### src/include/osr_pkg.sv
// Constants for the output selector and status readback block.
// Assumes the serial interface core delivers decoded register accesses.
package osr_pkg;
	localparam int ADDR_W = 6;
	localparam int DATA_W = 24;
	localparam int SEL_W  = 5;
	localparam int NSRC   = 32;

	// Register offsets
	localparam logic [5:0] OFS_CTRL   = 6'h0f;
	localparam logic [5:0] OFS_RSV_A  = 6'h10;
	localparam logic [5:0] OFS_RSV_B  = 6'h11;
	localparam logic [5:0] OFS_STATUS = 6'h12;
	localparam logic [5:0] OFS_SELF   = 6'h13;

	// Control register layout
	localparam int CTRL_W        = 10;
	localparam int SEL_LSB       = 0;
	localparam int TEST_BIT      = 5;
	localparam int INHIBIT_BIT   = 6;
	localparam int KEEP_DRV_BIT  = 7;
	localparam int PFET_OFF_BIT  = 8;
	localparam int NFET_OFF_BIT  = 9;
	localparam logic [9:0] CTRL_RST = 10'h001;

	// Status and self-test layout
	localparam int STAT_OUT_BIT  = 0;
	localparam int STAT_LOCK_BIT = 1;
	localparam int SIG_W         = 16;
	localparam int BUSY_BIT      = 16;
	localparam int RSV_A_W       = 9;
	localparam int RSV_B_W       = 19;
	localparam logic [8:0]  RSV_A_RST = 9'h000;
	localparam logic [18:0] RSV_B_RST = 19'h0_0000;

	// Selector codes
	localparam int SRC_TEST      = 0;
	localparam int SRC_LOCK      = 1;
	localparam int SRC_LD_TRIG   = 2;
	localparam int SRC_LD_WIN    = 3;
	localparam int SRC_RING      = 4;
	localparam int SRC_SLIP_UP   = 5;
	localparam int SRC_SLIP_DN   = 6;
	localparam int SRC_REF_BUF   = 8;
	localparam int SRC_REF_DIV   = 9;
	localparam int SRC_FB_DIV    = 10;
	localparam int SRC_MOD_CLK   = 11;
	localparam int SRC_AUX_CLK   = 12;
	localparam int SRC_AUXP_CLK  = 13;
	localparam int SRC_AUXP_DAT  = 14;
	localparam int SRC_PHDET_DN  = 16;
	localparam int SRC_PHDET_UP  = 17;
	localparam int SRC_MOD_DLY   = 18;
	localparam int SRC_MOD_CORE  = 19;
	localparam int SRC_STB_INT   = 20;
	localparam int SRC_STB_FRAC  = 21;
	localparam int SRC_STB_AUX   = 22;
	localparam int SRC_LATCH     = 23;
	localparam int SRC_FB_SRST   = 24;
	localparam int SRC_SEED      = 25;
	localparam int SRC_OUT_EN    = 30;
	localparam int SRC_SOFT_RSTN = 31;
endpackage

### src/include/osr_sel_if.sv
// Carrier between the control logic and the output selector.
// Assumes one clock shared by both ends.
`timescale 1ns/1ps
interface osr_sel_if;
	logic [osr_pkg::SEL_W-1:0] sel;
	logic                      test_bit;
	logic [osr_pkg::NSRC-1:0]  src;
	logic [osr_pkg::NSRC-1:0]  src_sync;
	logic                      out;

	modport mux (input sel, input test_bit, input src, output src_sync, output out);
	modport ctl (output sel, output test_bit, output src, input src_sync, input out);
endinterface

### src/rtl/osr_top.sv
// Output selection, line sharing and status readback of the synthesizer.
// Assumes the serial core gives decoded writes/reads and readback state.
`timescale 1ns/1ps
module osr_top (
	input  wire logic                        CLK,
	input  wire logic                        RST,
	// Register access from the serial core
	input  wire logic                        REG_WR,
	input  wire logic                        REG_RD,
	input  wire logic [osr_pkg::ADDR_W-1:0]  REG_ADDR,
	input  wire logic [osr_pkg::DATA_W-1:0]  REG_WDATA,
	output logic      [osr_pkg::DATA_W-1:0]  REG_RDATA,
	output logic                             REG_RVALID,
	// Readback state of the serial core
	input  wire logic                        SPI_READ_ACTIVE,
	input  wire logic                        SPI_READ_BIT,
	input  wire logic                        SPI_DRV_REQ,
	// Self-test engine, same clock
	input  wire logic [osr_pkg::SIG_W-1:0]   SELF_TEST_SIGNATURE,
	input  wire logic                        SELF_TEST_RUNNING,
	// Internal sources, other clocks
	input  wire logic                        LOCK_IND,
	input  wire logic                        LOCK_TRIG,
	input  wire logic                        LOCK_WIN,
	input  wire logic                        RING_OSC_TEST,
	input  wire logic                        CYCLE_SLIP_PULL_UP,
	input  wire logic                        CYCLE_SLIP_PULL_DN,
	input  wire logic                        REF_BUF_OUT,
	input  wire logic                        REF_DIV_OUT,
	input  wire logic                        FB_DIV_OUT,
	input  wire logic                        MOD_CLK,
	input  wire logic                        AUX_CLK,
	input  wire logic                        AUXP_CLK,
	input  wire logic                        AUXP_DATA,
	input  wire logic                        PHASE_DET_DN,
	input  wire logic                        PHASE_DET_UP,
	input  wire logic                        MOD_CLK_DLY,
	input  wire logic                        MOD_CORE_CLK,
	input  wire logic                        STROBE_INT,
	input  wire logic                        STROBE_FRAC,
	input  wire logic                        STROBE_AUX,
	input  wire logic                        SPI_LATCH_EN,
	input  wire logic                        FB_SYNC_RST,
	input  wire logic                        SEED_LOAD,
	input  wire logic                        SPI_OUT_BUF_EN,
	input  wire logic                        SOFT_RESET_LOW,
	// Data out pin and its driver controls
	output logic                             SDO_O,
	output logic                             SDO_OE,
	output logic                             PULLUP_TRANSISTOR_OFF,
	output logic                             PULLDOWN_TRANSISTOR_OFF
);
	localparam int DW = osr_pkg::DATA_W;

	logic [osr_pkg::CTRL_W-1:0] ctrl_q;
	logic [osr_pkg::CTRL_W-1:0] ctrl_d;
	logic [DW-1:0]              rdata_q;
	logic [DW-1:0]              rdata_d;
	logic                       rvalid_q;
	logic [osr_pkg::SIG_W-1:0]  sig_q;
	logic                       busy_q;
	logic                       sdo_q;
	logic                       sdo_d;
	logic                       oe_q;
	logic                       oe_d;

	osr_sel_if sif ();

	// Source vector indexed by selector code; unused codes stay low
	always_comb begin
		sif.src = '0;
		sif.src[osr_pkg::SRC_LOCK]      = LOCK_IND;
		sif.src[osr_pkg::SRC_LD_TRIG]   = LOCK_TRIG;
		sif.src[osr_pkg::SRC_LD_WIN]    = LOCK_WIN;
		sif.src[osr_pkg::SRC_RING]      = RING_OSC_TEST;
		sif.src[osr_pkg::SRC_SLIP_UP]   = CYCLE_SLIP_PULL_UP;
		sif.src[osr_pkg::SRC_SLIP_DN]   = CYCLE_SLIP_PULL_DN;
		sif.src[osr_pkg::SRC_REF_BUF]   = REF_BUF_OUT;
		sif.src[osr_pkg::SRC_REF_DIV]   = REF_DIV_OUT;
		sif.src[osr_pkg::SRC_FB_DIV]    = FB_DIV_OUT;
		sif.src[osr_pkg::SRC_MOD_CLK]   = MOD_CLK;
		sif.src[osr_pkg::SRC_AUX_CLK]   = AUX_CLK;
		sif.src[osr_pkg::SRC_AUXP_CLK]  = AUXP_CLK;
		sif.src[osr_pkg::SRC_AUXP_DAT]  = AUXP_DATA;
		sif.src[osr_pkg::SRC_PHDET_DN]  = PHASE_DET_DN;
		sif.src[osr_pkg::SRC_PHDET_UP]  = PHASE_DET_UP;
		sif.src[osr_pkg::SRC_MOD_DLY]   = MOD_CLK_DLY;
		sif.src[osr_pkg::SRC_MOD_CORE]  = MOD_CORE_CLK;
		sif.src[osr_pkg::SRC_STB_INT]   = STROBE_INT;
		sif.src[osr_pkg::SRC_STB_FRAC]  = STROBE_FRAC;
		sif.src[osr_pkg::SRC_STB_AUX]   = STROBE_AUX;
		sif.src[osr_pkg::SRC_LATCH]     = SPI_LATCH_EN;
		sif.src[osr_pkg::SRC_FB_SRST]   = FB_SYNC_RST;
		sif.src[osr_pkg::SRC_SEED]      = SEED_LOAD;
		sif.src[osr_pkg::SRC_OUT_EN]    = SPI_OUT_BUF_EN;
		sif.src[osr_pkg::SRC_SOFT_RSTN] = SOFT_RESET_LOW;
	end

	// Selector fields driven from the control register
	assign sif.sel      = ctrl_q[osr_pkg::SEL_LSB +: osr_pkg::SEL_W];
	assign sif.test_bit = ctrl_q[osr_pkg::TEST_BIT];

	osr_mux #(
		.NSRC (osr_pkg::NSRC)
	) u_mux (
		.clk (CLK),
		.rst (RST),
		.sif (sif)
	);

	// Decoded control fields
	wire inhibit_line_sharing = ctrl_q[osr_pkg::INHIBIT_BIT];
	wire keep_driver          = ctrl_q[osr_pkg::KEEP_DRV_BIT];
	wire wr_ctrl              = REG_WR && (REG_ADDR == osr_pkg::OFS_CTRL);
	wire lock_sync            = sif.src_sync[osr_pkg::SRC_LOCK];

	// Only the control register accepts writes; others ignore them
	assign ctrl_d = wr_ctrl ? REG_WDATA[osr_pkg::CTRL_W-1:0] : ctrl_q;

	always_ff @(posedge CLK or posedge RST) begin
		if (RST) begin
			ctrl_q <= osr_pkg::CTRL_RST;
		end else begin
			ctrl_q <= ctrl_d;
		end
	end

	// Self-test results sampled each cycle
	always_ff @(posedge CLK or posedge RST) begin
		if (RST) begin
			sig_q  <= '0;
			busy_q <= 1'b0;
		end else begin
			sig_q  <= SELF_TEST_SIGNATURE;
			busy_q <= SELF_TEST_RUNNING;
		end
	end

	// Read data selection; unmapped offsets read zero
	always_comb begin
		rdata_d = '0;
		unique case (REG_ADDR)
			osr_pkg::OFS_CTRL: begin
				rdata_d[osr_pkg::CTRL_W-1:0] = ctrl_q;
			end
			osr_pkg::OFS_RSV_A: begin
				rdata_d[osr_pkg::RSV_A_W-1:0] = osr_pkg::RSV_A_RST;
			end
			osr_pkg::OFS_RSV_B: begin
				rdata_d[osr_pkg::RSV_B_W-1:0] = osr_pkg::RSV_B_RST;
			end
			osr_pkg::OFS_STATUS: begin
				rdata_d[osr_pkg::STAT_OUT_BIT]  = sif.out;
				rdata_d[osr_pkg::STAT_LOCK_BIT] = lock_sync;
			end
			osr_pkg::OFS_SELF: begin
				rdata_d[osr_pkg::SIG_W-1:0]  = sig_q;
				rdata_d[osr_pkg::BUSY_BIT]   = busy_q;
			end
			default: begin
				rdata_d = '0;
			end
		endcase
	end

	// Read answer one cycle after the request
	always_ff @(posedge CLK or posedge RST) begin
		if (RST) begin
			rdata_q  <= '0;
			rvalid_q <= 1'b0;
		end else begin
			rvalid_q <= REG_RD;
			if (REG_RD) begin
				rdata_q <= rdata_d;
			end
		end
	end

	// Line sharing: readback owns the pin unless inhibited
	assign sdo_d = (SPI_READ_ACTIVE && !inhibit_line_sharing)
	             ? SPI_READ_BIT : sif.out;
	// Driver stays on when kept, else as the serial core asks
	assign oe_d  = keep_driver || SPI_DRV_REQ;

	always_ff @(posedge CLK or posedge RST) begin
		if (RST) begin
			sdo_q <= 1'b0;
			oe_q  <= 1'b0;
		end else begin
			sdo_q <= sdo_d;
			oe_q  <= oe_d;
		end
	end

	assign REG_RDATA               = rdata_q;
	assign REG_RVALID              = rvalid_q;
	assign SDO_O                   = sdo_q;
	assign SDO_OE                  = oe_q;
	assign PULLUP_TRANSISTOR_OFF   = ctrl_q[osr_pkg::PFET_OFF_BIT];
	assign PULLDOWN_TRANSISTOR_OFF = ctrl_q[osr_pkg::NFET_OFF_BIT];
endmodule

### src/rtl/osr_mux.sv
// Output selector: synchronises every source and picks one by code.
// Assumes sources come from other clocks or pins; test bit is local.
`timescale 1ns/1ps
module osr_mux #(
	parameter int NSRC = osr_pkg::NSRC
) (
	input  wire logic clk,
	input  wire logic rst,
	osr_sel_if.mux    sif
);
	logic [NSRC-1:0] meta_q;
	logic [NSRC-1:0] sync_q;
	logic            out_q;
	logic            out_d;
	logic            pick;

	// Two-stage synchroniser per source
	genvar i;
	generate
		for (i = 0; i < NSRC; i++) begin : g_sync
			always_ff @(posedge clk or posedge rst) begin
				if (rst) begin
					meta_q[i] <= 1'b0;
					sync_q[i] <= 1'b0;
				end else begin
					meta_q[i] <= sif.src[i];
					sync_q[i] <= meta_q[i];
				end
			end
		end
	endgenerate

	// Code 0 takes the local test bit, others the synced source
	assign pick  = sync_q[sif.sel];
	assign out_d = (sif.sel == '0) ? sif.test_bit : pick;

	always_ff @(posedge clk or posedge rst) begin
		if (rst) begin
			out_q <= 1'b0;
		end else begin
			out_q <= out_d;
		end
	end

	assign sif.out      = out_q;
	assign sif.src_sync = sync_q;
endmodule

### config.mk
export PLATFORM = sky130hd
export DESIGN_NAME = osr_top
export DESIGN_NICKNAME = d
export VERILOG_FILES = /design/src/include/osr_pkg.sv /design/src/include/osr_sel_if.sv /design/src/rtl/osr_top.sv /design/src/rtl/osr_mux.sv
export SDC_FILE = /design/constraint.sdc
export NUM_CORES = 1
export LEC_CHECK = 0
export ABC_AREA = 0
export BUFFER_PORTS_ARGS = -buffer_cell sky130_fd_sc_hd__buf_4
export CAP_MARGIN = 20
export CORE_MARGIN = 2
export CORE_UTILIZATION = 46
export CTS_BUF_LIST = sky130_fd_sc_hd__clkbuf_8 sky130_fd_sc_hd__clkbuf_16
export CTS_CLUSTER_DIAMETER = 120
export DETAILED_ROUTE_END_ITERATION = 10
export GPL_TIMING_DRIVEN = 0
export PLACE_DENSITY = 0.82
export RECOVER_POWER = 50
export SLEW_MARGIN = 20
export SYNTH_ARGS = -nofsm -noshare
export SYNTH_HDL_FRONTEND = slang
export SYNTH_HIERARCHICAL = 1
export SYNTH_SLANG_ARGS = --single-unit
### constraint.sdc
create_clock -name CLK -period 1.9 [get_ports CLK]
set_input_delay 0.38 -clock CLK [delete_from_list [all_inputs] [get_ports CLK]]
set_output_delay 0.38 -clock CLK [all_outputs]
set_load 0.005 [all_outputs]
==> key figures, run 1 <==
Run status
  • Status: completed

Pwr
  • PD cells: between 900 and 1000 mW/mm^2
  • Int Pwr: 3.41 mW
  • Tot Pwr: 4.37 mW
  • Fraction of power consumed by sequential logic: 0.580
  • Peak supply drop: ~0.00066 V
  • Gate power share: 0.100
  • Static Leak: 2.29 nW
  • Switching pwr: around 0.96 mW
  • Clock network fraction of design power: 0.319
  • Sw frac: 0.219

Timing
  • Setup-failing EPs final: 0
  • RSZ-0062 raised after global routing: false
  • Hold_ws: between 0.1 and 0.15 ns
  • Setup WS post-layout: ~0.062 ns
  • Worst-Margin Slew: approximately 1.1 ns
  • Skew final: between 0.01 and 0.015 ns
  • Rel. slew slack: 0.249
  • Final Hold Fails: 0
  • Max-slew violation count: 0
  • Min cycle time layout: about 1.8 ns
  • Final worst-path cycle share: 0.967
  • FMAX: 544 MHz

Critical path
  • Kind of critical path: flip-flop to flip-flop
  • CP Cell Sequence: buf_12 > mux4_2 > and2b_1 > o32ai_1 > nor3_1
  • Critical path arrival: 2.07 ns
  • Worst stage delay on the critical path: 0.58 ns
  • Critical path fanouts, max: 10
  • WP buf/inv: 1
  • Nature of the critical path startpoint: flip-flop
  • Worst Setup End Kind: flip-flop
  • Crit path required time: 2.13 ns
  • Slowest CP cell: dfstp_2
  • Delay-heaviest family, CP: flip-flops

Floorplan
  • # IOs: ~110
  • Die Height: about 94 um
  • DIE AREA: ~0.009 mm^2
  • Standard-cell rows: 32
  • Initial Utilization: 0.479
  • Die width: roughly 94 um
  • Core area: 0.00781 mm^2

Clocking
  • Clock tree buffer depth: 2
  • Root Driver: clkbuf_8
  • TritonCTS Buffers: 9
  • Clock sink count: between 100 and 150
  • Clk_lat worst skew: 0.35 ns
  • H-tree depth: 3
  • Worst-path clk slew: approximately 0.1 ns
  • TritonCTS clock tree: yes

Routing
  • Pre-Repair DR Iteration Count: 4
  • DRC Markers: 0
  • 1st-iter DRT viols: 28
  • DR WL/cell: 14.0 um
  • Total vias in the final route: 2087
  • Post-route ant nets: 0
  • Total Wirelength: around 6000 um
  • Via density per instance: between 4 and 5

Global routing
  • Grt ovf: 0
  • First-pass GRT wire length: between 9000 and 10000 um
  • Pin count of the biggest net entering global routing: 38
  • Number of global-route vias before repair: 2088
  • Initial antenna violation count: 0
  • GRT Resource Usage Total: 0.150

Final layout
  • Share of cells above drive strength 1: 0.435
  • Total Nets Final: approximately 420
  • P&R area growth vs syn: 28.6%
  • Finished Cell Area: ~0.0048 mm^2
  • Most frequent cells in the layout: 109 x dfrtp_1, 49 x buf_4, 42 x clkbuf_4, 13 x conb_1, 12 x mux2_2
  • Diode count: 0
  • Commonest non-fill, non-tap cell in the layout: dfrtp_1
  • Non-Filler Instances: approximately 440

Logic synthesis
  • Mean Syn Cell Area: 16.6 um^2
  • Mapped Cells: about 230
  • Yosys Warn Count: 6
  • Mapped cell area: 0.00374 mm^2

Placement
  • Dpl cells: between 400 and 500
  • RD Place Congestion: slightly below 0.7
  • Pre-CTS setup slack: roughly 0.058 ns
  • Post-DP HPWL: ~4600 um
  • Port Buffer Count: 86
  • Placed cell area: roughly 0.0046 mm^2

Worst hold path
  • Worst Hold Class: primary input to flip-flop

Flow run
  • Max-cap viol count: 0
-- flip-flops by register name, indices dropped and copies added, names as in the netlist --
register            count
SDO_O                   1
u_mux/sif.src_sync     31
u_mux/meta_q           31
REG_RVALID              1
ctrl_q                 10
u_mux/sif.out           1
busy_q                  1
sig_q                  16
SDO_OE                  1
REG_RDATA              17
-- power by group through the flow --
stage / Clock [mW] / Combinational, mW / Sequential (mW)
floorplan: 0 / 0.249 / 2.56
global placement: 0 / 0.423 / 2.58
detailed placement: 0 / 0.446 / 2.59
CTS: 1.44 / 0.447 / 2.54
global route: 1.55 / 0.485 / 2.55
finish: 1.40 / 0.438 / 2.54
-- metrics by stage --
stage | util | setup TNS, ns
6_report | 0.617 | 0
5_1_grt | 0.617 | 0
4_1_cts | 0.617 | 0
3_5_place_dp | 0.591 | 0
3_3_place_gp | 0.585 | -6.74
2_1_floorplan | - | 0
-- what timing repair did --
item / 4_1_cts / 5_1_grt
setup buffers: 0 / 0
gates resized for setup: 0 / 2
setup endpoints to repair: 0 / 1
hold buffers: 0 / 0
-- cell type report --
cell class,count,area (um^2)
plain buffers,14,125
multi-input cells,103,881
fillers,610,2990
inverters,10,38.8
flip-flops and latches,110,2750
repair buffers,88,686
clock inverters,4,52.6
clock buffers,11,151
well taps,102,128
-- worst reg2reg max path, cell delays in order, from the launching register on --
cell and delay, ns:
dfstp_2 0.58, buf_12 0.15, mux4_2 0.48, and2b_1 0.18
o32ai_1 0.27, nor3_1 0.08
-- routing by layer --
| layer | GRT usage | routed length [um] | vias to the layer above |
|---|---|---|---|
| li1 | - | - | 981 |
| met1 | 0.200 | 2680 | 1028 |
| met2 | 0.240 | 3030 | 71 |
| met3 | 0.0353 | 385 | 7 |
| met4 | 0.0580 | 71 | 0 |
| met5 | 0 | 0 | - |
-- path summary, 6_finish.rpt --
kind / slack, ns / to / start / depth (start not counted)
max: 0.06 / u_mux/sif.out / ctrl_q[0] / 5
min: 0.15 / sig_q[8] / SELF_TEST_SIGNATURE[8] / 1
max reg2reg: 0.06 / u_mux/sif.out / ctrl_q[0] / 5
min reg2reg: 0.35 / u_mux/sif.src_sync[24] / u_mux/meta_q[24] / 0
max in group asynchronous: 1.00 / u_mux/sif.src_sync[2] / RST / 3
min in group asynchronous: 0.24 / u_mux/sif.src_sync[25] / RST / 2
No activity file was read; power rests on OpenSTA's default activity.
==> run 2, diff against run 1 <==
--- a/config.mk
+++ b/config.mk
@@ -8,6 +8,7 @@
 export ABC_AREA = 0
 export BUFFER_PORTS_ARGS = -buffer_cell sky130_fd_sc_hd__buf_4
 export CAP_MARGIN = 20
+export CORE_ASPECT_RATIO = 0.75
 export CORE_MARGIN = 2
 export CORE_UTILIZATION = 46
 export CTS_BUF_LIST = sky130_fd_sc_hd__clkbuf_8 sky130_fd_sc_hd__clkbuf_16
==> run 2 against run 1 <==
Compared with the run above:
- final area grew 0.26%
- global-route usage grew 1.1 points
- utilization shrank 0.43 points
- sequential power is essentially flat
- register-to-register slack gained 0.04 ns
- largest cell class unchanged
==> key figures, run 2 (synthesis results as in run 1) <==
Run status
  • Status: completed (unchanged)

Flow run
  • Max-cap viol count: 0 (unchanged)

Clocking
  • TritonCTS Buffers: 9 (unchanged)
  • Worst-path clk slew: 0.11 ns (was 0.10 ns)
  • Clock sink count: 110 (unchanged)
  • TritonCTS clock tree: yes (unchanged)
  • Clk_lat worst skew: 0.36 ns (was 0.35 ns)
  • H-tree depth: 3 (unchanged)
  • Clock tree buffer depth: 2 (unchanged)
  • Root Driver: clkbuf_8 (unchanged)

Routing
  • DRC Markers: 0 (unchanged)
  • Via density per instance: 4.60 (was 4.72)
  • Post-route ant nets: 0 (unchanged)
  • Total Wirelength: 6620 um (was 6170 um)
  • Total vias in the final route: 2071 (was 2087)
  • DR WL/cell: 14.7 um (was 14.0 um)
  • Pre-Repair DR Iteration Count: 4 (unchanged)
  • 1st-iter DRT viols: 70 (was 28)

Worst hold path
  • Worst hold path cell count: 1 (unchanged)
  • Worst Hold Class: primary input to flip-flop (unchanged)
  • WHS Endpoint: u_mux/meta_q[6] (was sig_q[8])
  • Hold Crit Start: CYCLE_SLIP_PULL_DN (was SELF_TEST_SIGNATURE[8])

Critical path
  • Nature of the critical path startpoint: flip-flop (unchanged)
  • Kind of critical path: flip-flop to flip-flop (unchanged)
  • Slowest CP cell: dfstp_2 (unchanged)
  • FF-to-FF End: u_mux/sif.out (unchanged)
  • CP Cell Sequence: buf_12 > mux4_2 > and2b_1 > o32ai_2 > nor3_1 (was buf_12 > mux4_2 > and2b_1 > o32ai_1 > nor3_1)
  • Crit path required time: 2.15 ns (was 2.13 ns)
  • Worst stage delay on the critical path: 0.58 ns (about the same)
  • Worst reg-to-reg setup slack: 0.10 ns (was 0.06 ns)
  • Worst Setup End Kind: flip-flop (unchanged)
  • Delay-heaviest family, CP: flip-flops (unchanged)
  • Critical path arrival: 2.05 ns (was 2.07 ns)
  • WP buf/inv: 1 (unchanged)
  • RR Startpoint: ctrl_q[0] (unchanged)
  • Critical path fanouts, max: 8 (was 10)
  • R2R cell count: 5 (unchanged)

Placement
  • Pre-CTS setup slack: 0.0542 ns (was 0.0582 ns)
  • Dpl cells: 430 (was 427)
  • RD Place Congestion: 0.743 (was 0.694)
  • Post-DP HPWL: 4840 um (was 4550 um)
  • Port Buffer Count: 86 (unchanged)

Timing
  • Final Hold Fails: 0 (unchanged)
  • Max-slew violation count: 0 (unchanged)
  • Rel. slew slack: 0.250 (was 0.249)
  • Setup-failing EPs final: 0 (unchanged)
  • Worst-Margin Slew: 1.12 ns (about the same)
  • Skew final: 0.0141 ns (was 0.0108 ns)
  • Final worst-path cycle share: 0.946 (was 0.967)
  • Setup WS post-layout: 0.102 ns (was 0.0618 ns)
  • FMAX: 556 MHz (was 544 MHz)
  • RSZ-0062 raised after global routing: false (unchanged)
  • Min cycle time layout: 1.80 ns (was 1.84 ns)

Global routing
  • First-pass GRT wire length: 10600 um (was 9890 um)
  • Number of global-route vias before repair: 2207 (was 2088)
  • Grt ovf: 0 (unchanged)
  • Initial antenna violation count: 0 (unchanged)
  • GRT Resource Usage Total: 0.161 (was 0.150)
  • Pin count of the biggest net entering global routing: 40 (was 38)

Floorplan
  • Initial Utilization: 0.475 (was 0.479)
  • Die Height: 82.1 um (was 94.2 um)
  • Die width: 108 um (was 94.2 um)
  • Core area: 0.00788 mm^2 (was 0.00781 mm^2)
  • DIE AREA: 0.00888 mm^2 (about the same)
  • Standard-cell rows: 28 (was 32)
  • # IOs: 108 (unchanged)

Pwr
  • Tot Pwr: 4.33 mW (was 4.37 mW)
  • Static Leak: 2.30 nW (was 2.29 nW)
  • PD cells: 898 mW/mm^2 (was 908 mW/mm^2)
  • Peak supply drop: 0.000627 V (was 0.000661 V)

Final layout
  • Share of cells above drive strength 1: 0.441 (was 0.435)
  • Commonest non-fill, non-tap cell in the layout: dfrtp_1 (unchanged)
  • P&R area growth vs syn: 29.0% (was 28.6%)
  • Most frequent cells in the layout: 109 x dfrtp_1, 52 x buf_4, 42 x clkbuf_4, 13 x conb_1, 12 x mux2_2 (was 109 x dfrtp_1, 49 x buf_4, 42 x clkbuf_4, 13 x conb_1, 12 x mux2_2)
  • Non-Filler Instances: 450 (was 442)
  • Final Util: 0.613 (was 0.617)
  • Total Nets Final: 419 (was 415)
  • Diode count: 0 (unchanged)
run 2: cell types whose count changed in the layout (fill, tap and decap cells not counted), sizes merged:
cell and delta:
dlygate4sd3 +1, buf +2, inv +3, clkinv +1
bufinv -1, clkbuf -1
run 2: layer usage:
metal | track usage | part of all wire | vias to the layer above
li1 | - | - | 992
met1 | 0.206 | 0.44 | 1015
met5 | 0 | 0 | -
met2 | 0.274 | 0.51 | 59
met4 | 0.0385 | 0.0054 | 0
met3 | 0.0518 | 0.052 | 5
run 2: metrics by stage:
stage | TNS [ns] | hold WS (ns) | instance area (um^2)
finish | 0 | 0.136 | 4830
global placement | -7.04 | 0.331 | 4570
CTS | 0 | 0.101 | 4820
detailed placement | 0 | 0.335 | 4610
global route | 0 | 0.0982 | 4830
floorplan | 0 | 0.331 | 3790
run 2: worst max path at each step:
| stage | to | from | slack, ns | cells after the start |
|---|---|---|---|---|
| after floorplan | u_mux/sif.out | ctrl_q[0] | 0.16 | 5 |
| after global placement | sig_q[15] | RST | -0.16 | 2 |
| after detailed placement | u_mux/sif.out | ctrl_q[0] | 0.05 | 5 |
| after CTS | u_mux/sif.out | ctrl_q[0] | 0.04 | 5 |
| after global routing | u_mux/sif.out | ctrl_q[0] | 0.01 | 5 |
| final | u_mux/sif.out | ctrl_q[0] | 0.10 | 5 |
run 2: timing repair:
| item | CTS | global route |
|---|---|---|
| hold buffers | 1 | 0 |
| endpoints found under the hold margin | 11 | 0 |
| endpoints found under the setup margin | 0 | 1 |
| gates resized for setup | 0 | 3 |
| setup buffers | 0 | 3 |
run 2: area by class of cell:
type	instances	area [um^2]
well taps	105	131
repair buffers	92	694
multi-input cells	103	888
plain buffers	14	125
fillers	595	3050
flip-flops and latches	110	2750
clock buffers	9	124
clock inverters	7	72.6
inverters	10	38.8
run 2: report_power, final:
part	internal (mW)	switching [mW]
Combinational	0.263	0.192
Sequential	2.48	0.0604
Clock	0.523	0.820
==> run 3, diff against run 2 <==
--- a/config.mk
+++ b/config.mk
@@ -16,7 +16,7 @@
 export DETAILED_ROUTE_END_ITERATION = 10
 export GPL_TIMING_DRIVEN = 0
 export PLACE_DENSITY = 0.82
-export RECOVER_POWER = 50
+export REMOVE_ABC_BUFFERS = 1
 export SLEW_MARGIN = 20
 export SYNTH_ARGS = -nofsm -noshare
 export SYNTH_HDL_FRONTEND = slang
==> run 3 against run 2 <==
Compared with the run above:
- sequential cell count unchanged
- clock-buffer cell count stayed put
- worst hold slack lost 0.041 ns
- combinational power fell by 14%
- global-route usage down 0.11 points
- non-clock buffer count decreased by 17
- die area unchanged
- register-to-register slack worse by 0.03 ns
- critical path depth shrank 1
- critical path type unchanged
- critical endpoint unchanged
==> key figures, run 3 (synthesis results as in run 1) <==
Run status
  • Status: completed (unchanged)

Routing
  • Pre-Repair DR Iteration Count: 4 (unchanged)
  • 1st-iter DRT viols: 131 (was 70)
  • Post-route ant nets: 0 (unchanged)
  • Total vias in the final route: 2037 (was 2071)
  • Uppermost layer routed: met4 (unchanged)
  • DR WL/cell: 15.4 um (was 14.7 um)
  • Via density per instance: 4.70 (was 4.60)
  • Met2 WL: 3300 um (was 3350 um)
  • Wire length on met1: 2920 um (was 2890 um)
  • Total Wirelength: 6680 um (was 6620 um)
  • DRC Markers: 0 (unchanged)
  • Met3 WL post-DR: 419 um (was 342 um)

Final layout
  • Finished Cell Area: 0.00469 mm^2 (was 0.00483 mm^2)
  • Most frequent cells in the layout: 108 x dfrtp_1, 88 x buf_4, 13 x conb_1, 12 x mux2_2, 10 x o22ai_1 (was 109 x dfrtp_1, 52 x buf_4, 42 x clkbuf_4, 13 x conb_1, 12 x mux2_2)
  • Share of cells above drive strength 1: 0.430 (was 0.441)
  • Commonest non-fill, non-tap cell in the layout: dfrtp_1 (unchanged)
  • Total Nets Final: 402 (was 419)
  • Diode count: 0 (unchanged)
  • Final Util: 0.595 (was 0.613)
  • P&R area growth vs syn: 25.3% (was 29.0%)

Placement
  • RD Place Congestion: 0.694 (was 0.743)
  • Placed cell area: 0.00448 mm^2 (was 0.00461 mm^2)
  • Port Buffer Count: 86 (unchanged)
  • Post-DP HPWL: 4740 um (was 4840 um)

Floorplan
  • Standard-cell rows: 28 (unchanged)
  • Initial Utilization: 0.475 (unchanged)
  • Die width: 108 um (unchanged)
  • DIE AREA: 0.00888 mm^2 (unchanged)
  • Die Height: 82.1 um (unchanged)
  • Core area: 0.00788 mm^2 (unchanged)
  • # IOs: 108 (unchanged)

Pwr
  • Int Pwr: 3.22 mW (was 3.26 mW)
  • Switching pwr: 1.06 mW (was 1.07 mW)
  • Gate power share: 0.092 (was 0.105)
  • Clock network fraction of design power: 0.308 (was 0.310)
  • PD cells: 912 mW/mm^2 (was 898 mW/mm^2)
  • Peak supply drop: 0.000472 V (was 0.000627 V)
  • Tot Pwr: 4.28 mW (was 4.33 mW)
  • Fraction of power consumed by sequential logic: 0.600 (was 0.585)
  • Static Leak: 2.23 nW (was 2.30 nW)
  • Sw frac: 0.247 (about the same)

Critical path
  • Critical path arrival: 2.07 ns (was 2.05 ns)
  • Worst stage delay on the critical path: 0.69 ns (was 0.58 ns)
  • WP buf/inv: 0 (was 1)
  • Nature of the critical path startpoint: flip-flop (unchanged)
  • Crit path required time: 2.15 ns (about the same)
  • Slowest CP cell: dfstp_4 (was dfstp_2)
  • Kind of critical path: flip-flop to flip-flop (unchanged)
  • CP Cell Sequence: mux4_2 > and2b_1 > o32ai_1 > nor3_1 (was buf_12 > mux4_2 > and2b_1 > o32ai_2 > nor3_1)
  • Critical path fanouts, max: 9 (was 8)
  • Worst Setup End Kind: flip-flop (unchanged)
  • Delay-heaviest family, CP: flip-flops (unchanged)

Global routing
  • Grt ovf: 0 (unchanged)
  • Initial antenna violation count: 0 (unchanged)
  • Number of global-route vias before repair: 2083 (was 2207)
  • First-pass GRT wire length: 10300 um (was 10600 um)
  • GRT Resource Usage Total: 0.160 (was 0.161)
  • Pin count of the biggest net entering global routing: 64 (was 40)

Flow run
  • Max-cap viol count: 0 (unchanged)

Timing
  • Min cycle time layout: 1.83 ns (was 1.80 ns)
  • Final worst-path cycle share: 0.961 (was 0.946)
  • Skew final: 0.0116 ns (was 0.0141 ns)
  • FMAX: 548 MHz (was 556 MHz)
  • Rel. slew slack: 0.521 (was 0.250)
  • Worst-Margin Slew: 0.718 ns (was 1.12 ns)
  • Setup-failing EPs final: 0 (unchanged)
  • Final Hold Fails: 0 (unchanged)
  • Max-slew violation count: 0 (unchanged)

Clocking
  • Root Driver: clkbuf_8 (unchanged)
  • TritonCTS clock tree: yes (unchanged)
  • Clock tree buffer depth: 2 (unchanged)
  • Worst-path clk slew: 0.11 ns (about the same)
  • TritonCTS Buffers: 9 (unchanged)
  • Clock sink count: 110 (unchanged)
  • Clk_lat worst skew: 0.37 ns (was 0.36 ns)
  • H-tree depth: 3 (unchanged)

Worst hold path
  • Worst Hold Class: primary input to asynchronous set/reset pin (was primary input to flip-flop)
## run 3: what timing repair did
action	CTS	global route
cloned	0	0
setup endpoints to repair	1	1
endpoints found under the hold margin	0	0
setup buffers	0	2
resized for setup	1	1
hold buffers	0	0
## run 3: through the flow
step / setup TNS [ns] / hold slack [ns] / setup WS [ns] / instances
2_1_floorplan: -3.13 / 0.331 / -0.0497 / 223
3_3_place_gp: -45.51 / 0.331 / -0.602 / 414
3_5_place_dp: -0.0199 / 0.335 / -0.0199 / 415
4_1_cts: 0 / 0.0786 / 0.0165 / 431
5_1_grt: -0.00430 / 0.0708 / -0.00430 / 433
6_report: 0 / 0.0949 / 0.0736 / 433
## run 3: worst reg2reg max path: stages, from the launching register on
cell and delay, ns:
dfstp_4 0.69, mux4_2 0.50, and2b_1 0.16, o32ai_1 0.26, nor3_1 0.09
## run 3: worst paths after layout
kind                                          from  slack, ns  cells after the start                     end
worst max-delay path                     ctrl_q[0]       0.07                      4           u_mux/sif.out
worst min register to register    u_mux/meta_q[11]       0.35                      0  u_mux/sif.src_sync[11]
worst min-delay path                           RST       0.09                      2               ctrl_q[1]
worst max register to register           ctrl_q[0]       0.07                      4           u_mux/sif.out
max in group asynchronous                      RST       1.21                      3               ctrl_q[0]
min in group CLK                CYCLE_SLIP_PULL_UP       0.10                      1         u_mux/meta_q[5]
## run 3: final cells by class
cell class / count / area, um^2
multi-input cells: 103 / 881
clock inverters: 7 / 66.3
flip-flops and latches: 110 / 2760
clock buffers: 9 / 124
fillers: 590 / 3190
repair buffers: 89 / 688
well taps: 105 / 131
inverters: 10 / 40.0
## run 3: power groups by stage
stage / Clock [mW] / Sequential [mW] / Combinational, mW
floorplan: 0 / 2.58 / 0.193
global placement: 0 / 2.61 / 0.363
detailed placement: 0 / 2.62 / 0.383
CTS: 1.37 / 2.57 / 0.385
global route: 1.47 / 2.58 / 0.438
finish: 1.32 / 2.57 / 0.391
## run 3: metal layers
metal / up-vias / track usage
li1: 958 / -
met1: 1005 / 0.209
met2: 66 / 0.258
met3: 8 / 0.0565
met4: 0 / 0.0462
met5: - / 0
